$ cat config.mk
export PLATFORM = sky130hd
export DESIGN_NAME = frit_timer
export DESIGN_NICKNAME = d
export VERILOG_FILES = /design/src/frit_pkg.sv /design/src/frit_clkdiv.sv /design/src/frit_timer.sv
export VERILOG_INCLUDE_DIRS = /design/src
export SDC_FILE = /design/constraint.sdc
export NUM_CORES = 1
export LEC_CHECK = 0
export BUFFER_PORTS_ARGS = -buffer_cell sky130_fd_sc_hd__buf_4
export CAP_MARGIN = 10
export CORE_MARGIN = 8
export CORE_UTILIZATION = 35
export DETAILED_ROUTE_END_ITERATION = 16
export GPL_TIMING_DRIVEN = 0
export PLACE_DENSITY = 0.65
export SYNTH_ARGS = -nofsm -noshare
export SYNTH_HDL_FRONTEND = slang
export SYNTH_HIERARCHICAL = 1
export SYNTH_SLANG_ARGS = --single-unit
$ cat constraint.sdc
create_clock -name clk_i -period 2.73 [get_ports clk_i]
set_clock_uncertainty 0.15 [all_clocks]
set_input_delay 0.546 -clock clk_i [delete_from_list [all_inputs] [get_ports clk_i]]
set_output_delay 0.546 -clock clk_i [all_outputs]
set_load 0.005 [all_outputs]
$ cat src/frit_consts.svh
// constants for the free-run interval timer: register map, fields, resets
// assumes inclusion by bare name from the package and design files
`ifndef FRIT_CONSTS_SVH
`define FRIT_CONSTS_SVH

`define FRIT_ADDR_W          4
`define FRIT_OFF_CTRL0       4'h0
`define FRIT_OFF_CTRL1       4'h1
`define FRIT_OFF_OUTMODE     4'h2
`define FRIT_OFF_CMP         4'h3
`define FRIT_OFF_COUNT       4'h4
`define FRIT_CTRL0_RST       8'h00
`define FRIT_CTRL1_RST       8'h00
`define FRIT_OUTMODE_RST     8'h00
`define FRIT_CMP_RST         8'hff
`define FRIT_FSEL_FREERUN    4'h2
`define FRIT_C1_RUN          7
`define FRIT_C1_IE           5
`define FRIT_C1_IR           4
`define FRIT_C1_IF           2
`define FRIT_OM_LVL0         6
`define FRIT_CSEL_LSB        4
`define FRIT_NUM_CSEL        8

`endif

$ cat src/frit_pkg.sv
// types shared by the free-run interval timer files
// assumes frit_consts.svh on the include path
`include "frit_consts.svh"
package frit_pkg;
    typedef logic [7:0] frit_byte_t;
    typedef enum logic [1:0] {
        FRIT_IDLE = 2'b01,
        FRIT_RUN  = 2'b10
    } frit_state_e;
endpackage : frit_pkg

$ cat src/frit_clkdiv.sv
// count clock prescaler: one-cycle enable at 1/2^(sel+1) of clk_i
// assumes a single clock domain; restart aligns the prescaler phase
module frit_clkdiv
    import frit_pkg::*;
#(
    parameter int unsigned DIV_W = 8
) (
    input  wire logic       clk_i,
    input  wire logic       nrst_i,
    input  wire logic       restart_i,
    input  wire logic [2:0] sel_i,
    output logic            tick_o
);
    logic [DIV_W-1:0] div_r;
    logic [DIV_W-1:0] mask;

    always_ff @(posedge clk_i or negedge nrst_i) begin
        if (!nrst_i) begin
            div_r <= '0;
        end else if (restart_i) begin
            div_r <= '0;
        end else begin
            div_r <= div_r + 1'b1;
        end
    end

    always_comb begin
        mask = DIV_W'((1 << (sel_i + 1)) - 1);
    end

    assign tick_o = !restart_i && ((div_r & mask) == mask);
endmodule : frit_clkdiv

$ cat src/frit_timer.sv
// free-run interval timer channel with plain register port
// assumes software on clk_i; count clock derived from clk_i by a prescaler
//
// Function
// - run request clears counter then counts count-clock edges
// - match toggles output and sets flag, no stop
// - counter wraps from all ones to zero
// - compare latch loaded at start and every match
// - stopped timer holds last output level until an OUTMODE write sets it
`include "frit_consts.svh"
module frit_timer
    import frit_pkg::*;
#(
    parameter int unsigned CNT_W = 8
) (
    input  wire logic                    clk_i,
    input  wire logic                    nrst_i,
    input  wire logic [`FRIT_ADDR_W-1:0] addr_i,
    input  wire logic [7:0]              wdata_i,
    input  wire logic                    wr_i,
    input  wire logic                    rd_i,
    output logic      [7:0]              rdata_o,
    output logic                         irq_o,
    output logic                         channel0_output_level_o
);
    // ----------------------------------------------------------------
    // registers
    // ----------------------------------------------------------------
    frit_byte_t       ctrl0_r;
    logic             run_r;
    logic             ie_r;
    logic             flag_r;
    logic             level_r;
    frit_byte_t       cmp_r;
    logic [CNT_W-1:0] cnt_r;
    logic [CNT_W-1:0] latch_r;
    frit_state_e      state_r;
    logic             tick;
    logic             start;
    logic             match;
    logic             wr_c1;
    logic             freerun;
    logic             wr_om;
    logic             stop_req;
    logic             ie_set;

    assign wr_c1    = wr_i && addr_i == `FRIT_OFF_CTRL1;
    assign wr_om    = wr_i && addr_i == `FRIT_OFF_OUTMODE;
    assign freerun  = ctrl0_r[3:0] == `FRIT_FSEL_FREERUN;
    // a run request under any other function is ignored, so nothing restarts
    assign start    = wr_c1 && wdata_i[`FRIT_C1_RUN] && !run_r && freerun;
    assign stop_req = wr_c1 && !wdata_i[`FRIT_C1_RUN];
    // enable write, only watched by the interrupt check
    assign ie_set   = wr_c1 && wdata_i[`FRIT_C1_IE];

    // ----------------------------------------------------------------
    // control registers
    // ----------------------------------------------------------------

    always_ff @(posedge clk_i or negedge nrst_i) begin
        if (!nrst_i) begin
            ctrl0_r <= `FRIT_CTRL0_RST;
            cmp_r   <= `FRIT_CMP_RST;
        end else if (wr_i && addr_i == `FRIT_OFF_CTRL0) begin
            ctrl0_r <= wdata_i;
        end else if (wr_i && addr_i == `FRIT_OFF_CMP) begin
            cmp_r   <= wdata_i;
        end
    end

    always_ff @(posedge clk_i or negedge nrst_i) begin
        if (!nrst_i) begin
            run_r <= 1'b0;
            ie_r  <= 1'b0;
        end else if (wr_c1) begin
            run_r <= wdata_i[`FRIT_C1_RUN] && freerun;
            ie_r  <= wdata_i[`FRIT_C1_IE];
        end
    end

    a_run_refused: assert property (@(posedge clk_i) disable iff (!nrst_i)
        (wr_c1 && !freerun && !run_r) |=> !run_r && state_r == FRIT_IDLE)
        else $error("run accepted outside free-run function");

    // ----------------------------------------------------------------
    // count clock and state
    // ----------------------------------------------------------------
    frit_clkdiv #(.DIV_W(8)) u_div (
        .clk_i     (clk_i),
        .nrst_i    (nrst_i),
        .restart_i (start),
        .sel_i     (ctrl0_r[`FRIT_CSEL_LSB +: 3]),
        .tick_o    (tick)
    );

    always_ff @(posedge clk_i or negedge nrst_i) begin
        if (!nrst_i) begin
            state_r <= FRIT_IDLE;
        end else begin
            case (state_r)
                FRIT_IDLE: begin
                    if (start) state_r <= FRIT_RUN;
                end
                FRIT_RUN: begin
                    if (stop_req) state_r <= FRIT_IDLE;
                end
                default: state_r <= FRIT_IDLE;
            endcase
        end
    end

    assign match = state_r == FRIT_RUN && tick && cnt_r == latch_r;

    a_stop_state: assert property (@(posedge clk_i) disable iff (!nrst_i)
        stop_req |=> state_r == FRIT_IDLE && !run_r)
        else $error("timer still running after stop");

    // ----------------------------------------------------------------
    // counter and compare latch
    // ----------------------------------------------------------------
    // counter cleared on start, wraps naturally past all ones
    always_ff @(posedge clk_i or negedge nrst_i) begin
        if (!nrst_i) begin
            cnt_r <= '0;
        end else if (start) begin
            cnt_r <= '0;
        end else if (state_r == FRIT_RUN && tick) begin
            cnt_r <= cnt_r + 1'b1;
        end
    end

    a_start_clears: assert property (@(posedge clk_i) disable iff (!nrst_i)
        start |=> cnt_r == '0)
        else $error("counter not cleared at start");
    a_count_step: assert property (@(posedge clk_i) disable iff (!nrst_i)
        (state_r == FRIT_RUN && tick) |=> cnt_r == $past(cnt_r) + 1'b1)
        else $error("counter missed a count clock");
    a_count_wrap: assert property (@(posedge clk_i) disable iff (!nrst_i)
        (state_r == FRIT_RUN && tick && !start && cnt_r == '1) |=> cnt_r == '0)
        else $error("counter failed to wrap");
    a_idle_count: assert property (@(posedge clk_i) disable iff (!nrst_i)
        (state_r == FRIT_IDLE && !start) |=> $stable(cnt_r))
        else $error("counter moved while stopped");

    always_ff @(posedge clk_i or negedge nrst_i) begin
        if (!nrst_i) begin
            latch_r <= '0;
        end else if (start || match) begin
            latch_r <= CNT_W'(cmp_r);
        end
    end

    a_latch_load: assert property (@(posedge clk_i) disable iff (!nrst_i)
        (start || match) |=> latch_r == $past(cmp_r))
        else $error("compare latch not loaded");

    // ----------------------------------------------------------------
    // output level and match flag
    // ----------------------------------------------------------------

    // output holds when idle unless OUTMODE is written, since it only changes on match or an OUTMODE write
    always_ff @(posedge clk_i or negedge nrst_i) begin
        if (!nrst_i) begin
            level_r <= 1'b0;
        end else if (match) begin
            level_r <= !level_r;
        end else if (wr_om) begin
            level_r <= wdata_i[`FRIT_OM_LVL0];
        end
    end

    a_match_toggle: assert property (@(posedge clk_i) disable iff (!nrst_i)
        match |=> level_r != $past(level_r))
        else $error("output not toggled on match");
    a_level_quiet: assert property (@(posedge clk_i) disable iff (!nrst_i)
        (!match && !wr_om) |=> $stable(level_r))
        else $error("output moved without a match");
    a_idle_hold: assert property (@(posedge clk_i) disable iff (!nrst_i)
        (state_r == FRIT_IDLE && !wr_om) |=> $stable(level_r))
        else $error("output moved while stopped");

    // set wins over software clear (write 0 to flag bit)
    always_ff @(posedge clk_i or negedge nrst_i) begin
        if (!nrst_i) begin
            flag_r <= 1'b0;
        end else if (match) begin
            flag_r <= 1'b1;
        end else if (wr_c1 && !wdata_i[`FRIT_C1_IF]) begin
            flag_r <= 1'b0;
        end
    end

    // a stop written in the match cycle may legally end the run
    a_match_flag: assert property (@(posedge clk_i) disable iff (!nrst_i)
        match |=> flag_r && (state_r == FRIT_RUN || $past(stop_req)))
        else $error("flag or run lost on match");
    a_flag_sticky: assert property (@(posedge clk_i) disable iff (!nrst_i)
        (flag_r && !wr_c1) |=> flag_r)
        else $error("flag dropped without clear");
    a_flag_clear: assert property (@(posedge clk_i) disable iff (!nrst_i)
        (wr_c1 && !wdata_i[`FRIT_C1_IF] && !match) |=> !flag_r)
        else $error("flag not cleared by software");

    assign irq_o = flag_r && ie_r;
    assign channel0_output_level_o = level_r;

    // request may only rise from a new match or a fresh enable
    a_irq_gate: assert property (@(posedge clk_i) disable iff (!nrst_i)
        $rose(irq_o) |-> $past(match) || $past(ie_set))
        else $error("interrupt raised without cause");

    // ----------------------------------------------------------------
    // read port
    // ----------------------------------------------------------------
    always_ff @(posedge clk_i or negedge nrst_i) begin
        if (!nrst_i) begin
            rdata_o <= 8'h00;
        end else if (rd_i) begin
            case (addr_i)
                `FRIT_OFF_CTRL0:   rdata_o <= ctrl0_r;
                `FRIT_OFF_CTRL1:   rdata_o <= {run_r, 1'b0, ie_r, irq_o, 1'b0, flag_r, 2'b00};
                `FRIT_OFF_OUTMODE: rdata_o <= {1'b0, level_r, 6'h00};
                `FRIT_OFF_CMP:     rdata_o <= cmp_r;
                `FRIT_OFF_COUNT:   rdata_o <= 8'(cnt_r);
                default:           rdata_o <= 8'h00;
            endcase
        end else begin
            rdata_o <= 8'h00;
        end
    end

endmodule : frit_timer

-- Word-level counts from Yosys, hierarchy flattened
Cells that the tools add are included.
W data, S select, Z words.
- $add $sub $neg: 4
- equality and inequality tests: 11
- shifts and indexed selects: 1
- multiplexer cells: 12
- bitwise operators: 2
- reduce and logical (&&, ||, !) cells: 26
- operator list (kind ; number):
    $pmux W8 S5 ; 1
    $mux W8 ; 4
    $shl A1 B32 Y8 const A ; 1
    $add A8 B1 Y8 const B ; 2
    $eq A8 B8 Y1 ; 2
    $logic_and A1 B1 Y1 ; 14
    $eq A4 B2 Y1 const B ; 3
    $and A8 B8 Y8 ; 1
    $sub A8 B2 Y8 const B ; 1
    $reduce_bool A2 Y1 ; 3
    $logic_not A1 Y1 ; 5
    $add A3 B1 Y4 const B ; 1
    $eq A4 B1 Y1 const B ; 1
    $eq A4 B3 Y1 const B ; 1
    $logic_not A4 Y1 ; 1
    $mux W1 ; 4
    $mux W2 ; 2
    $ne A2 B2 Y1 const B ; 2
    $pmux W2 S2 ; 1
    $reduce_and A2 Y1 ; 2
    $eq A2 B1 Y1 const B ; 1
    $eq A2 B2 Y1 const B ; 1
    $logic_or A1 B1 Y1 ; 1
    $not A1 Y1 ; 1
- flip-flop bits (word level): 54
- input port bits: 16
- output and inout port bits: 10
- logic and storage cells: 67

-- Longest topological paths before layout
Gate-level depths: netlist of the first run.
- word-level depth: 10
- gate-level depth with buffers: 14
- mapped depth without buffers: 12

-- By module
Netlist of the first run, hierarchy kept.
- by module, submodules not included (module ; instances ; cells each ; area an instance (um2) ; seq. area each (um2)):
    frit_timer ; 1 ; 183 ; 2234.6 ; 1162.4
    frit_clkdiv ; 1 ; 51 ; 470.5 ; 200.2

-- Worst setup path after synthesis of the first run
Ideal clock, no wire load.
- kind: input to register
- from: in addr_i[3]
- to: reg latch_r[0]
- library setup time: 0.125 ns
- data arrival time: 2.645 ns
- required time: 2.455 ns
- path slack: -0.190 ns
- cell stages on the path: 14
- buffers on the path: 2
- cells stage by stage: buf_6 nor2_8 nand4b_4 nor3_4 buf_2 inv_1 o211ai_1 a311oi_1 o211a_1 nand3b_1 nor3_1 nand4_1 o31ai_4 mux2_2
- word-level cells in the longest chain between the ends: 10
- ends and longest elaborated chain (element ; RTL line ; text):
    start, declared ; frit_timer.sv:18 ; input wire logic [`FRIT_ADDR_W-1:0] addr_i,
    $eq A4 B1 Y1 ; -- ;
    $logic_and A1 B1 Y1 (no source line) ; -- ;
    $logic_and A1 B1 Y1 (3 in series) ; frit_timer.sv:51 ; assign start = wr_c1 && wdata_i[`FRIT_C1_RUN] && !run_r && freerun;
    named net start ; frit_timer.sv:39 ; logic start;
    $logic_not A1 Y1 ; frit_clkdiv.sv:31 ; assign tick_o = !restart_i && ((div_r & mask) == mask);
    $logic_and A1 B1 Y1 ; frit_clkdiv.sv:31 ;
    named net tick ; frit_timer.sv:38 ; logic tick;
    $logic_and A1 B1 Y1 (2 in series) ; frit_timer.sv:112 ; assign match = state_r == FRIT_RUN && tick && cnt_r == latch_r;
    $logic_or A1 B1 Y1 ; frit_timer.sv:148 ; end else if (start || match) begin
    end signal, assigned ; frit_timer.sv:149 ; latch_r <= CNT_W'(cmp_r);
    end, declared ; frit_timer.sv:36 ; logic [CNT_W-1:0] latch_r;
The timed path passes the listed nets, and every way through them passes these cells.
A chain may end at the register's enable or synchronous reset.

-- Final worst setup path of the first run
- from: reg ctrl0_r[5]
- to: reg latch_r[7]
- word-level cells in the longest chain between the ends: 9
- ends and longest elaborated chain (element ; RTL line ; text):
    start, declared ; frit_timer.sv:29 ; frit_byte_t ctrl0_r;
    start signal, assigned ; frit_timer.sv:62 ; ctrl0_r <= `FRIT_CTRL0_RST;
    start signal, assigned ; frit_timer.sv:65 ; ctrl0_r <= wdata_i;
    $add A3 B1 Y4 * ; frit_clkdiv.sv:28 ; mask = DIV_W'((1 << (sel_i + 1)) - 1);
    $shl A1 B32 Y8 * ; frit_clkdiv.sv:28 ;
    $sub A8 B2 Y8 * ; frit_clkdiv.sv:28 ;
    $and A8 B8 Y8 ; frit_clkdiv.sv:31 ;
    $eq A8 B8 Y1 * ; frit_clkdiv.sv:31 ;
    $logic_and A1 B1 Y1 * ; frit_clkdiv.sv:31 ;
    named net tick ; frit_timer.sv:38 ;
    $logic_and A1 B1 Y1 * (2 in series) ; frit_timer.sv:112 ;
    $logic_or A1 B1 Y1 * ; frit_timer.sv:148 ;
Mark *: on every way through the listed nets, which the timed path passes. The rest lies on a longest branch.

==> results of run 1 <==
layout by cell type (no fill, tap or decap), drive strengths merged, types with 7 or more instances in the layout:
cell / instances
dfrtp: 45
buf: 37
mux2: 31
nor2: 27
nor2b: 12
nand2: 12
xor2: 10
dfstp: 9
nor3: 9
a22oi: 7
nand3: 7
xnor2: 7
timing repair:
item                       CTS  global route
setup endpoints to repair   18            14
gates cloned                 0             0
gates resized for setup      7            12
pin swaps                    5            10
buffers inserted             7             3
cell type report:
class	instances	area, µm²	area share (%)
Multi-Input combinational cell	171	1380	42.2
Sequential cell	54	1370	41.8
Timing Repair Buffer	31	240	7.35
Tap cell	102	128	3.90
Clock buffer	6	72.6	2.22
Buffer	6	57.6	1.76
Clock inverter	2	13.8	0.421
Inverter	3	11.3	0.344
path summary, 6_finish.rpt:
path                                startpoint  slack (ps)             end  cells after the start
worst max register to register      ctrl0_r[5]        -180      latch_r[7]                     10
worst max-delay path                ctrl0_r[5]        -180      latch_r[7]                     10
worst min-delay path                    nrst_i         120      rdata_o[1]                      1
worst min register to register  u_div/div_r[0]         350  u_div/div_r[0]                      1
max in group asynchronous               nrst_i        1830      ctrl0_r[4]                      1
min in group clk_i                  wdata_i[3]         330        cmp_r[3]                      2
cells by family (layout without fill, tap and decap cells):
logic type                 after synthesis  after routing
adders and majority gates                3              3
muxes                                   33             33
other                                    1              1
DFF                                     54             54
and+or+nand+nor                         91             91
buffers and inverters                    9             48
AOI/OAI and AO/OA                       26             26
xor gates and xnor gates                17             17
power groups by stage:
stage	Clock, mW	Combinational (mW)	Sequential [mW]
3_3_place_gp	0	0.300	1.09
3_5_place_dp	0	0.308	1.09
5_1_grt	0.483	0.390	1.09
4_1_cts	0.453	0.347	1.06
6_report	0.443	0.348	1.07
2_1_floorplan	0	0.237	1.05
layer usage:
layer / part of all wire, % / global-route usage [%] / vias to the layer above / wire length [µm]
li1: - / - / 916 / -
met4: 0.89 / 2.79 / 0 / 53
met1: 46 / 14.9 / 958 / 2770
met5: 0 / 0 / - / 0
met3: 2.6 / 1.98 / 5 / 158
met2: 50 / 19.2 / 27 / 3010
per-stage QoR:
step | instance area [µm²] | hold slack [ps] | total power [mW]
finish | 3270 | 120 | 1.86
global route | 3270 | 170 | 1.96
CTS | 3200 | 145 | 1.86
floorplan | 2750 | 100 | 1.28
detailed placement | 3040 | 340 | 1.40
global placement | 3040 | 324 | 1.39
flip-flops by register name (all words and copies together), names as in the netlist:
register	cells
ctrl0_r	8
latch_r	8
u_div/div_r	8
rdata_o	8
flag_r	1
channel0_output_level_o	1
state_r	2
cmp_r	8
run_r	1
ie_r	1
cnt_r	8
synthesized netlist by cell type, types with 3 or more instances:
master     n  area [µm²]
a221oi_1   4        35.0
a22oi_1    7        52.6
and3_1     4        25.0
buf_2      4        20.0
dfrtp_1   45        1130
dfstp_2    9         236
ha_1       3        37.5
inv_1      3        11.3
mux2_2    30         338
nand2_1   12        45.0
nand3_1    7        35.0
nand3b_1   4        30.0
nor2_1    26        97.6
nor2b_1   12        75.1
nor3_1     8        40.0
nor4_1     4        25.0
o21ai_0    5        25.0
xnor2_1    7        61.3
xor2_1    10        87.6
==> run_results.csv, run 1 <==
group,metric,value,unit
cts,clock_latency,300,ps
routing,vias,1906,
layout,n_fill_cell,742,
global_routing,track_usage,11.4,%
layout,final_cells,375,
logic_synthesis,synthSimpleGateAreaFrac,19.5,%
place,dp_worst_setup_slack,-501,ps
cts,clkTransAtPathRegs,100,ps
worst_setup_path,cp_top_family,"simple AND/OR/NAND/NOR gates",
floorplan,rows,32,
power_and_ir_drop,peakVddDrop,375,µV
power_and_ir_drop,p_leak,1.50,nW
power_and_ir_drop,internal-power,1.32,mW
sta,timing.final.ws_setup,-181,ps
routing,via_per_inst,5.08,
floorplan,die_w,104,µm
routing,wl,5990,µm
power_and_ir_drop,power_density,568,nW/µm²
logic_synthesis,synth_compound_area_share,7.49,%
global_routing,grt_pass1_wl,10200,µm
sta,relSlewSlack,52.1,%
cts,h-tree-depth,2,
logic_synthesis,synthMuxAreaShare,13.6,%
logic_synthesis,ys_warn_count,6,
power_and_ir_drop,p_seq_share,57.4,%
routing,ant_nets,0,
worst_setup_path,critPathKind,"flip-flop to flip-flop",
worst_setup_path,end_kind,"flip-flop",
floorplan,coreArea,7610,µm²
routing,drc,0,
layout,area_delta_synth_final,20.9,%
logic_synthesis,synthCells,234,
logic_synthesis,synth_xor_area_share,5.50,%
sta,final-setup-viol-count,12,
worst_setup_path,required,2760,ps
logic_synthesis,synth_area_per_cell,11.6,µm²
sta,tightest_slew,719,ps
outcome,status,"complete, but fails checks",
power_and_ir_drop,pwr-share-comb,18.7,%
worst_setup_path,critical_path_arrival,2940,ps
sta,grt_setup_unrepaired,"yes",
place,portBuffers,22,
flow_run,max_cap_viol_count,0,
outcome,violations,"negative setup slack",
global_routing,grt_pass1_vias,1963,
power_and_ir_drop,clockPowerShare,23.9,%
sta,hold_viol,0,
place,dpl.cell_count,358,
routing,post_drt_wl_per_cell,16.0,µm
place,dp_hpwl,4230,µm
floorplan,start_util,35.6,%
worst_setup_path,worstSetupStartpointType,"flip-flop",
logic_synthesis,synth_cell_type_count,44,
logic_synthesis,synth_fa_ha_area_share,1.39,%
cts,clock-sinks,54,
sta,fmax,0.344,GHz
floorplan,die-area,10800,µm²
sta,finalCritPeriodShare,107,%
worst_hold_path,hold_class,"input pin to async pin",
cts,ctsHoldBuffers,0,
layout,antenna_cells,0,
cts,cts_made_buffers,5,
routing,drt-initial-drc-count,58,
logic_synthesis,synth_nets,253,
logic_synthesis,ys.flop_type,"dfrtp_1",
worst_setup_path,cp_max_fo,8,
worst_setup_path,cp_slowest_cell,"dfrtp_2",
global_routing,grt_antenna_before_repair,0,
cts,cts_tree,"built",
cts,root_buffer,"clkbuf_8",
logic_synthesis,ys_seq_elements,54,
layout,drive_gt1_share,37.7,%
logic_synthesis,synth_area,2710,µm²
cts,clk_path_buf_depth,2,
floorplan,io_pins,26,
worst_setup_path,cp_cell_sequence,"or3_1, ha_1, o211ai_1, a311oi_1, o211a_1, nand3b_1, nor3_2, nand4_1, o31ai_4, mux2_4",
power_and_ir_drop,switching_power,538,µW
sta,drv_slew,0,
global_routing,grt_start_max_net_pins,55,
sta,tns,-1590,ps
routing,dr.pass1.iters,4,
worst_setup_path,timing.critical_path.buf_inv,0,
floorplan,die_h,104,µm
power_and_ir_drop,switching_share,29.0,%
logic_synthesis,synth_seq_area_share,50.4,%
layout,fin_nets,291,
sta,period_needed,2910,ps
worst_setup_path,cpPeakStageDelay,410,ps
layout,utilization,43.0,%
place,routabilityCongestion,0.887,
logic_synthesis,ys_async_sr_fraction,100,%
global_routing,grt_overflow,0,
logic_synthesis,synth_enable_flop_cells,0,
logic_synthesis,synth_top_family_by_area,"simple AND/OR/NAND/NOR gates",
Power figures use the tool's default switching activity.
==> run 2: changes to the inputs <==
--- a/config.mk
+++ b/config.mk
@@ -8,7 +8,7 @@
 export LEC_CHECK = 0
 export BUFFER_PORTS_ARGS = -buffer_cell sky130_fd_sc_hd__buf_4
 export CAP_MARGIN = 10
-export CORE_MARGIN = 8
+export CORE_ASPECT_RATIO = 0.5
 export CORE_UTILIZATION = 35
 export DETAILED_ROUTE_END_ITERATION = 16
 export GPL_TIMING_DRIVEN = 0
==> run 2 against run 1 <==
  * The run still ends with negative setup slack left
  * Global-route usage is 3.5 points higher
  * Maximum frequency increased by 1.3%
  * Clock power rose by 36%
  * Design area grew 0.65%
  * Via count is 2.1% higher
  * Sequential share of layout area shrank 0.31 points
  * First-iteration DRC count up 120%
  * Setup slack better by 38 ps
  * Worst hold slack gained 13 ps
  * Highest routed layer unchanged
  * Die area is 25% lower
  * Largest power group unchanged
  * Critical path type unchanged
  * Core utilization is 1.5 points higher
==> run_results.csv, run 2 (same netlist as run 1, synthesis figures left out) <==
group,metric,value,unit
worst_setup_path,end_kind,"flip-flop",
routing,via_per_inst,5.30,
sta,final-setup-viol-count,10,
worst_setup_path,critPathKind,"flip-flop to flip-flop",
worst_hold_path,hold_class,"input pin to async pin",
sta,tightest_slew,676,ps
cts,clkTransAtPathRegs,70,ps
global_routing,grt_start_max_net_pins,55,
worst_setup_path,reg2reg_from,"ctrl0_r[5]",
sta,period_needed,2870,ps
cts,clock_latency,290,ps
floorplan,die_h,64.2,µm
routing,top_layer_used,"met4",
power_and_ir_drop,p_leak,1.51,nW
layout,multiInputGateArea,1370,µm²
power_and_ir_drop,power,2.03,mW
power_and_ir_drop,switching_power,548,µW
power_and_ir_drop,peakVddDrop,206,µV
sta,finalCritPeriodShare,105,%
power_and_ir_drop,internal-power,1.48,mW
routing,ant_nets,0,
sta,fmax,0.348,GHz
cts,clk_path_buf_depth,2,
layout,area_delta_synth_final,21.6,%
routing,dr.pass1.iters,7,
layout,layout_common_cells,"dfrtp_1 (42), buf_4 (27), nor2_1 (24)",
outcome,status,"complete, but fails checks",
worst_setup_path,cpPeakStageDelay,410,ps
routing,wl_met1,2700,µm
cts,cts_made_buffers,5,
routing,drt-initial-drc-count,128,
layout,utilization,44.4,%
power_and_ir_drop,p_seq_share,53.0,%
layout,final_common_cell,"dfrtp_1",
worst_setup_path,cp_max_fo,8,
outcome,violations,"negative setup slack",
sta,timing.hold.ws,132,ps
layout,fin_area,3290,µm²
sta,timing.final.ws_setup,-143,ps
place,portBuffers,22,
layout,fin_nets,289,
worst_setup_path,reg2reg_to,"latch_r[6]",
global_routing,track_usage,15.0,%
sta,relSlewSlack,55.0,%
floorplan,die-area,8110,µm²
worst_setup_path,reg2reg_depth,10,
place,dpl.cell_count,352,
worst_setup_path,worstSetupStartpointType,"flip-flop",
place,dp_worst_setup_slack,-563,ps
global_routing,grt_pass1_vias,1967,
power_and_ir_drop,clockPowerShare,29.8,%
place,routabilityCongestion,0.756,
floorplan,rows,22,
routing,wl_met3,198,µm
worst_setup_path,cp_slowest_cell,"dfrtp_2",
layout,regArea,1370,µm²
routing,drc,0,
worst_setup_path,startpoint,"ctrl0_r[5]",
place,dp_hpwl,3990,µm
sta,drv_slew,0,
worst_setup_path,required,2750,ps
floorplan,coreArea,7400,µm²
layout,final_cells,367,
global_routing,grt_overflow,0,
routing,dr_wl_met2,2680,µm
sta,tns,-1260,ps
routing,vias,1946,
sta,hold_viol,0,
floorplan,die_w,126,µm
cts,clock-sinks,54,
global_routing,grt_antenna_before_repair,0,
floorplan,start_util,36.5,%
layout,n_fill_cell,688,
flow_run,max_cap_viol_count,0,
power_and_ir_drop,pwr-share-comb,17.2,%
layout,drive_gt1_share,36.2,%
worst_setup_path,timing.critical_path.buf_inv,0,
place,dpl_cell_area,3040,µm²
power_and_ir_drop,switching_share,27.0,%
worst_setup_path,cp_top_family,"simple AND/OR/NAND/NOR gates",
worst_setup_path,rrSetupSlack,-140,ps
sta,grt_setup_unrepaired,"yes",
worst_setup_path,cp_cell_sequence,"or3_1, ha_1, o211ai_1, a311oi_1, o211a_1, nand3b_1, nor3_2, nand4_1, o31ai_4, mux2_4",
cts,root_buffer,"clkbuf_16",
routing,post_drt_wl_per_cell,15.5,µm
cts,h-tree-depth,2,
layout,antenna_cells,0,
floorplan,io_pins,26,
cts,cts_tree,"built",
routing,wl,5710,µm
global_routing,grt_pass1_wl,9580,µm
worst_setup_path,critical_path_arrival,2890,ps
power_and_ir_drop,power_density,616,nW/µm²
==> run 2: cell count changes in the layout (fill, tap and decap cells not counted), sizes merged <==
cell / delta
buf: -2
clkbuf: +2
clkinv: -1
inv: -1
==> run 2: layer usage <==
layer	track usage, %	up-vias
met5	0	-
met4	6.02	0
met3	2.85	13
met2	25.3	36
met1	19.1	985
li1	-	912
==> run 2: power groups by stage <==
stage / Clock (mW) / Sequential (mW) / Combinational [mW]
6_report: 0.604 / 1.07 / 0.349
5_1_grt: 0.659 / 1.09 / 0.387
4_1_cts: 0.622 / 1.07 / 0.349
3_5_place_dp: 0 / 1.09 / 0.310
3_3_place_gp: 0 / 1.08 / 0.299
2_1_floorplan: 0 / 1.05 / 0.237
==> run 2: timing repair <==
| item | CTS | global route |
|---|---|---|
| gates cloned | 0 | 0 |
| hold buffers | 0 | 0 |
| resized for setup | 8 | 9 |
| endpoints found under the setup margin | 18 | 14 |
| pin swaps | 7 | 4 |
| buffers inserted | 7 | 1 |
==> run 2: layout make-up <==
class / count / area share, %
Clock buffer: 8 / 4.14
Sequential cell: 54 / 41.5
Inverter: 3 / 0.342
Multi-Input combinational cell: 171 / 41.7
Tap cell: 96 / 3.65
Buffer: 6 / 1.75
Timing Repair Buffer: 29 / 6.84
==> run 2: worst reg2reg max path: stages (launching register included) <==
cell and delay (ps):
dfrtp_2 410, or3_1 370, ha_1 280, o211ai_1 80, a311oi_1 250, o211a_1 230, nand3b_1 150, nor3_2 130
nand4_1 150, o31ai_4 210, mux2_4 350
==> run 2: how the worst max path moves through the flow <==
stage,endpoint,cells after the start
after global routing,latch_r[2],10
after floorplan,latch_r[0],14
after global placement,latch_r[0],13
after detailed placement,latch_r[6],13
final,latch_r[6],10
after CTS,latch_r[6],10
==> run 3: changes to the inputs <==
--- a/config.mk
+++ b/config.mk
@@ -12,7 +12,7 @@
 export CORE_UTILIZATION = 35
 export DETAILED_ROUTE_END_ITERATION = 16
 export GPL_TIMING_DRIVEN = 0
-export PLACE_DENSITY = 0.65
+export PLACE_DENSITY = 0.63
 export SYNTH_ARGS = -nofsm -noshare
 export SYNTH_HDL_FRONTEND = slang
 export SYNTH_HIERARCHICAL = 1
==> constraint.sdc (replaced) <==
create_clock -name clk_i -period 2.8 [get_ports clk_i]
set_clock_uncertainty 0.15 [all_clocks]
set_input_delay 0.56 -clock clk_i [delete_from_list [all_inputs] [get_ports clk_i]]
set_output_delay 0.56 -clock clk_i [all_outputs]
set_load 0.005 [all_outputs]
==> run 3 against run 2 <==
  * The run still ends with negative setup slack left
  * Power down 1.7%
  * Via count fell by 1.3%
  * Sequential share of layout area fell by 0.55 points
  * Routed wire length grew 3.6%
  * Setup slack improved by 87 ps
  * Critical endpoint is now latch_r[5]
  * Highest routed layer unchanged
==> run_results.csv, run 3 (same netlist as run 1, synthesis figures left out) <==
group,metric,value,unit
outcome,status,"complete, but fails checks",
outcome,violations,"negative setup slack",
global_routing,grt_start_max_net_pins,55,
worst_setup_path,critical_path_arrival,2880,ps
floorplan,rows,22,
layout,drive_gt1_share,36.8,%
sta,final-setup-viol-count,9,
cts,clk_path_buf_depth,2,
cts,ctsHoldBuffers,0,
routing,ant_nets,0,
layout,final_common_cell,"dfrtp_1",
worst_setup_path,rrSetupSlack,-60,ps
power_and_ir_drop,p_leak,1.54,nW
routing,wl,5910,µm
routing,top_layer_used,"met4",
power_and_ir_drop,power_density,597,nW/µm²
floorplan,io_pins,26,
place,routabilityCongestion,0.757,
routing,drt-initial-drc-count,126,
power_and_ir_drop,peakVddDrop,265,µV
layout,layout_common_cells,"dfrtp_1 (42), buf_4 (33), nor2_1 (24)",
routing,post_drt_wl_per_cell,15.9,µm
routing,vias,1921,
cts,h-tree-depth,2,
place,dp_hpwl,4150,µm
routing,wl_met1,2790,µm
layout,area_delta_synth_final,23.3,%
sta,hold_viol,0,
power_and_ir_drop,power,1.99,mW
layout,utilization,45.0,%
sta,tightest_slew,679,ps
sta,drv_slew,0,
cts,clock_latency,290,ps
sta,fmax,0.350,GHz
floorplan,die_h,64.2,µm
sta,relSlewSlack,54.8,%
worst_hold_path,hold_class,"input pin to async pin",
routing,via_per_inst,5.15,
floorplan,coreArea,7400,µm²
cts,clkTransAtPathRegs,70,ps
layout,antenna_cells,0,
cts,root_buffer,"clkbuf_16",
sta,period_needed,2860,ps
worst_setup_path,cp_cell_sequence,"or3_1, ha_1, o211ai_1, a311oi_1, o211a_1, nand3b_1, nor3_2, nand4_1, o31ai_4, mux2_4",
floorplan,die-area,8110,µm²
cts,cts_made_buffers,5,
floorplan,die_w,126,µm
worst_setup_path,worstSetupStartpointType,"flip-flop",
worst_setup_path,cp_slowest_cell,"dfrtp_2",
worst_setup_path,end_kind,"flip-flop",
sta,timing.final.ws_setup,-55.5,ps
routing,dr_wl_met2,2940,µm
routing,drc,0,
cts,clock-sinks,54,
worst_setup_path,critPathKind,"flip-flop to flip-flop",
worst_setup_path,cpPeakStageDelay,400,ps
layout,fin_nets,295,
routing,wl_met3,133,µm
global_routing,grt_pass1_wl,9850,µm
sta,finalCritPeriodShare,102,%
flow_run,max_cap_viol_count,0,
global_routing,track_usage,15.5,%
sta,grt_setup_unrepaired,"yes",
place,portBuffers,22,
floorplan,start_util,36.5,%
worst_setup_path,cp_max_fo,8,
global_routing,grt_overflow,0,
routing,dr.pass1.iters,4,
global_routing,grt_antenna_before_repair,0,
worst_setup_path,required,2820,ps
cts,cts_tree,"built",
global_routing,grt_pass1_vias,1987,
[run 3: worst paths after layout]
| kind | from | endpoint | depth (start not counted) |
|---|---|---|---|
| max | ctrl0_r[5] | latch_r[5] | 10 |
| min reg2reg | u_div/div_r[0] | u_div/div_r[0] | 1 |
| max reg2reg | ctrl0_r[5] | latch_r[5] | 10 |
| max in group asynchronous | nrst_i | ctrl0_r[4] | 1 |
| min | nrst_i | rdata_o[2] | 1 |
| min in group clk_i | u_div/div_r[0] | u_div/div_r[0] | 1 |
[run 3: power by group]
group          switching, mW  internal (mW)
Clock                  0.262          0.333
Sequential             0.128          0.919
Combinational          0.160          0.189
[run 3: final cells by class]
class	instances	area, µm²
fill	665	4070
buffer	6	48.8
multi-input combinational	171	1380
tap	96	120
clock buffer	8	136
sequential	54	1370
timing repair buffer	35	270
inverter	3	11.3
[run 3: per-stage QoR]
| step | setup WS, ps | std cells | cell area (µm²) | hold slack, ps | setup TNS, ps |
|---|---|---|---|---|---|
| after global placement | -471 | 352 | 3030 | 320 | -5270 |
| after global routing | -237 | 373 | 3330 | 216 | -2250 |
| after detailed placement | -524 | 352 | 3030 | 334 | -6120 |
| final | -55.5 | 373 | 3330 | 148 | -437 |
| after floorplan | 1.32 | 234 | 2740 | 114 | 0 |
| after CTS | -151 | 366 | 3230 | 185 | -1170 |
[run 3: per-layer routing]
| metal | vias to the layer above | track usage, % |
|---|---|---|
| li1 | 918 | - |
| met1 | 968 | 20.2 |
| met2 | 28 | 26.7 |
| met3 | 7 | 2.93 |
| met4 | 0 | 3.46 |
| met5 | - | 0 |
[run 3: timing repair]
| action | in CTS | in global routing |
|---|---|---|
| pin swaps | 9 | 13 |
| endpoints found under the setup margin | 18 | 11 |
| buffers inserted | 7 | 8 |
| gates resized for setup | 7 | 11 |
[run 3: critical path: cells and delay by family, from the launching register on]
kind                     cells  cell delay, ps
flip-flops                   1             400
AND/OR/NAND/NOR              4             800
adder cells (fa/ha/maj)      1             280
multiplexers                 1             350
AO/OA/AOI/OAI                4             750
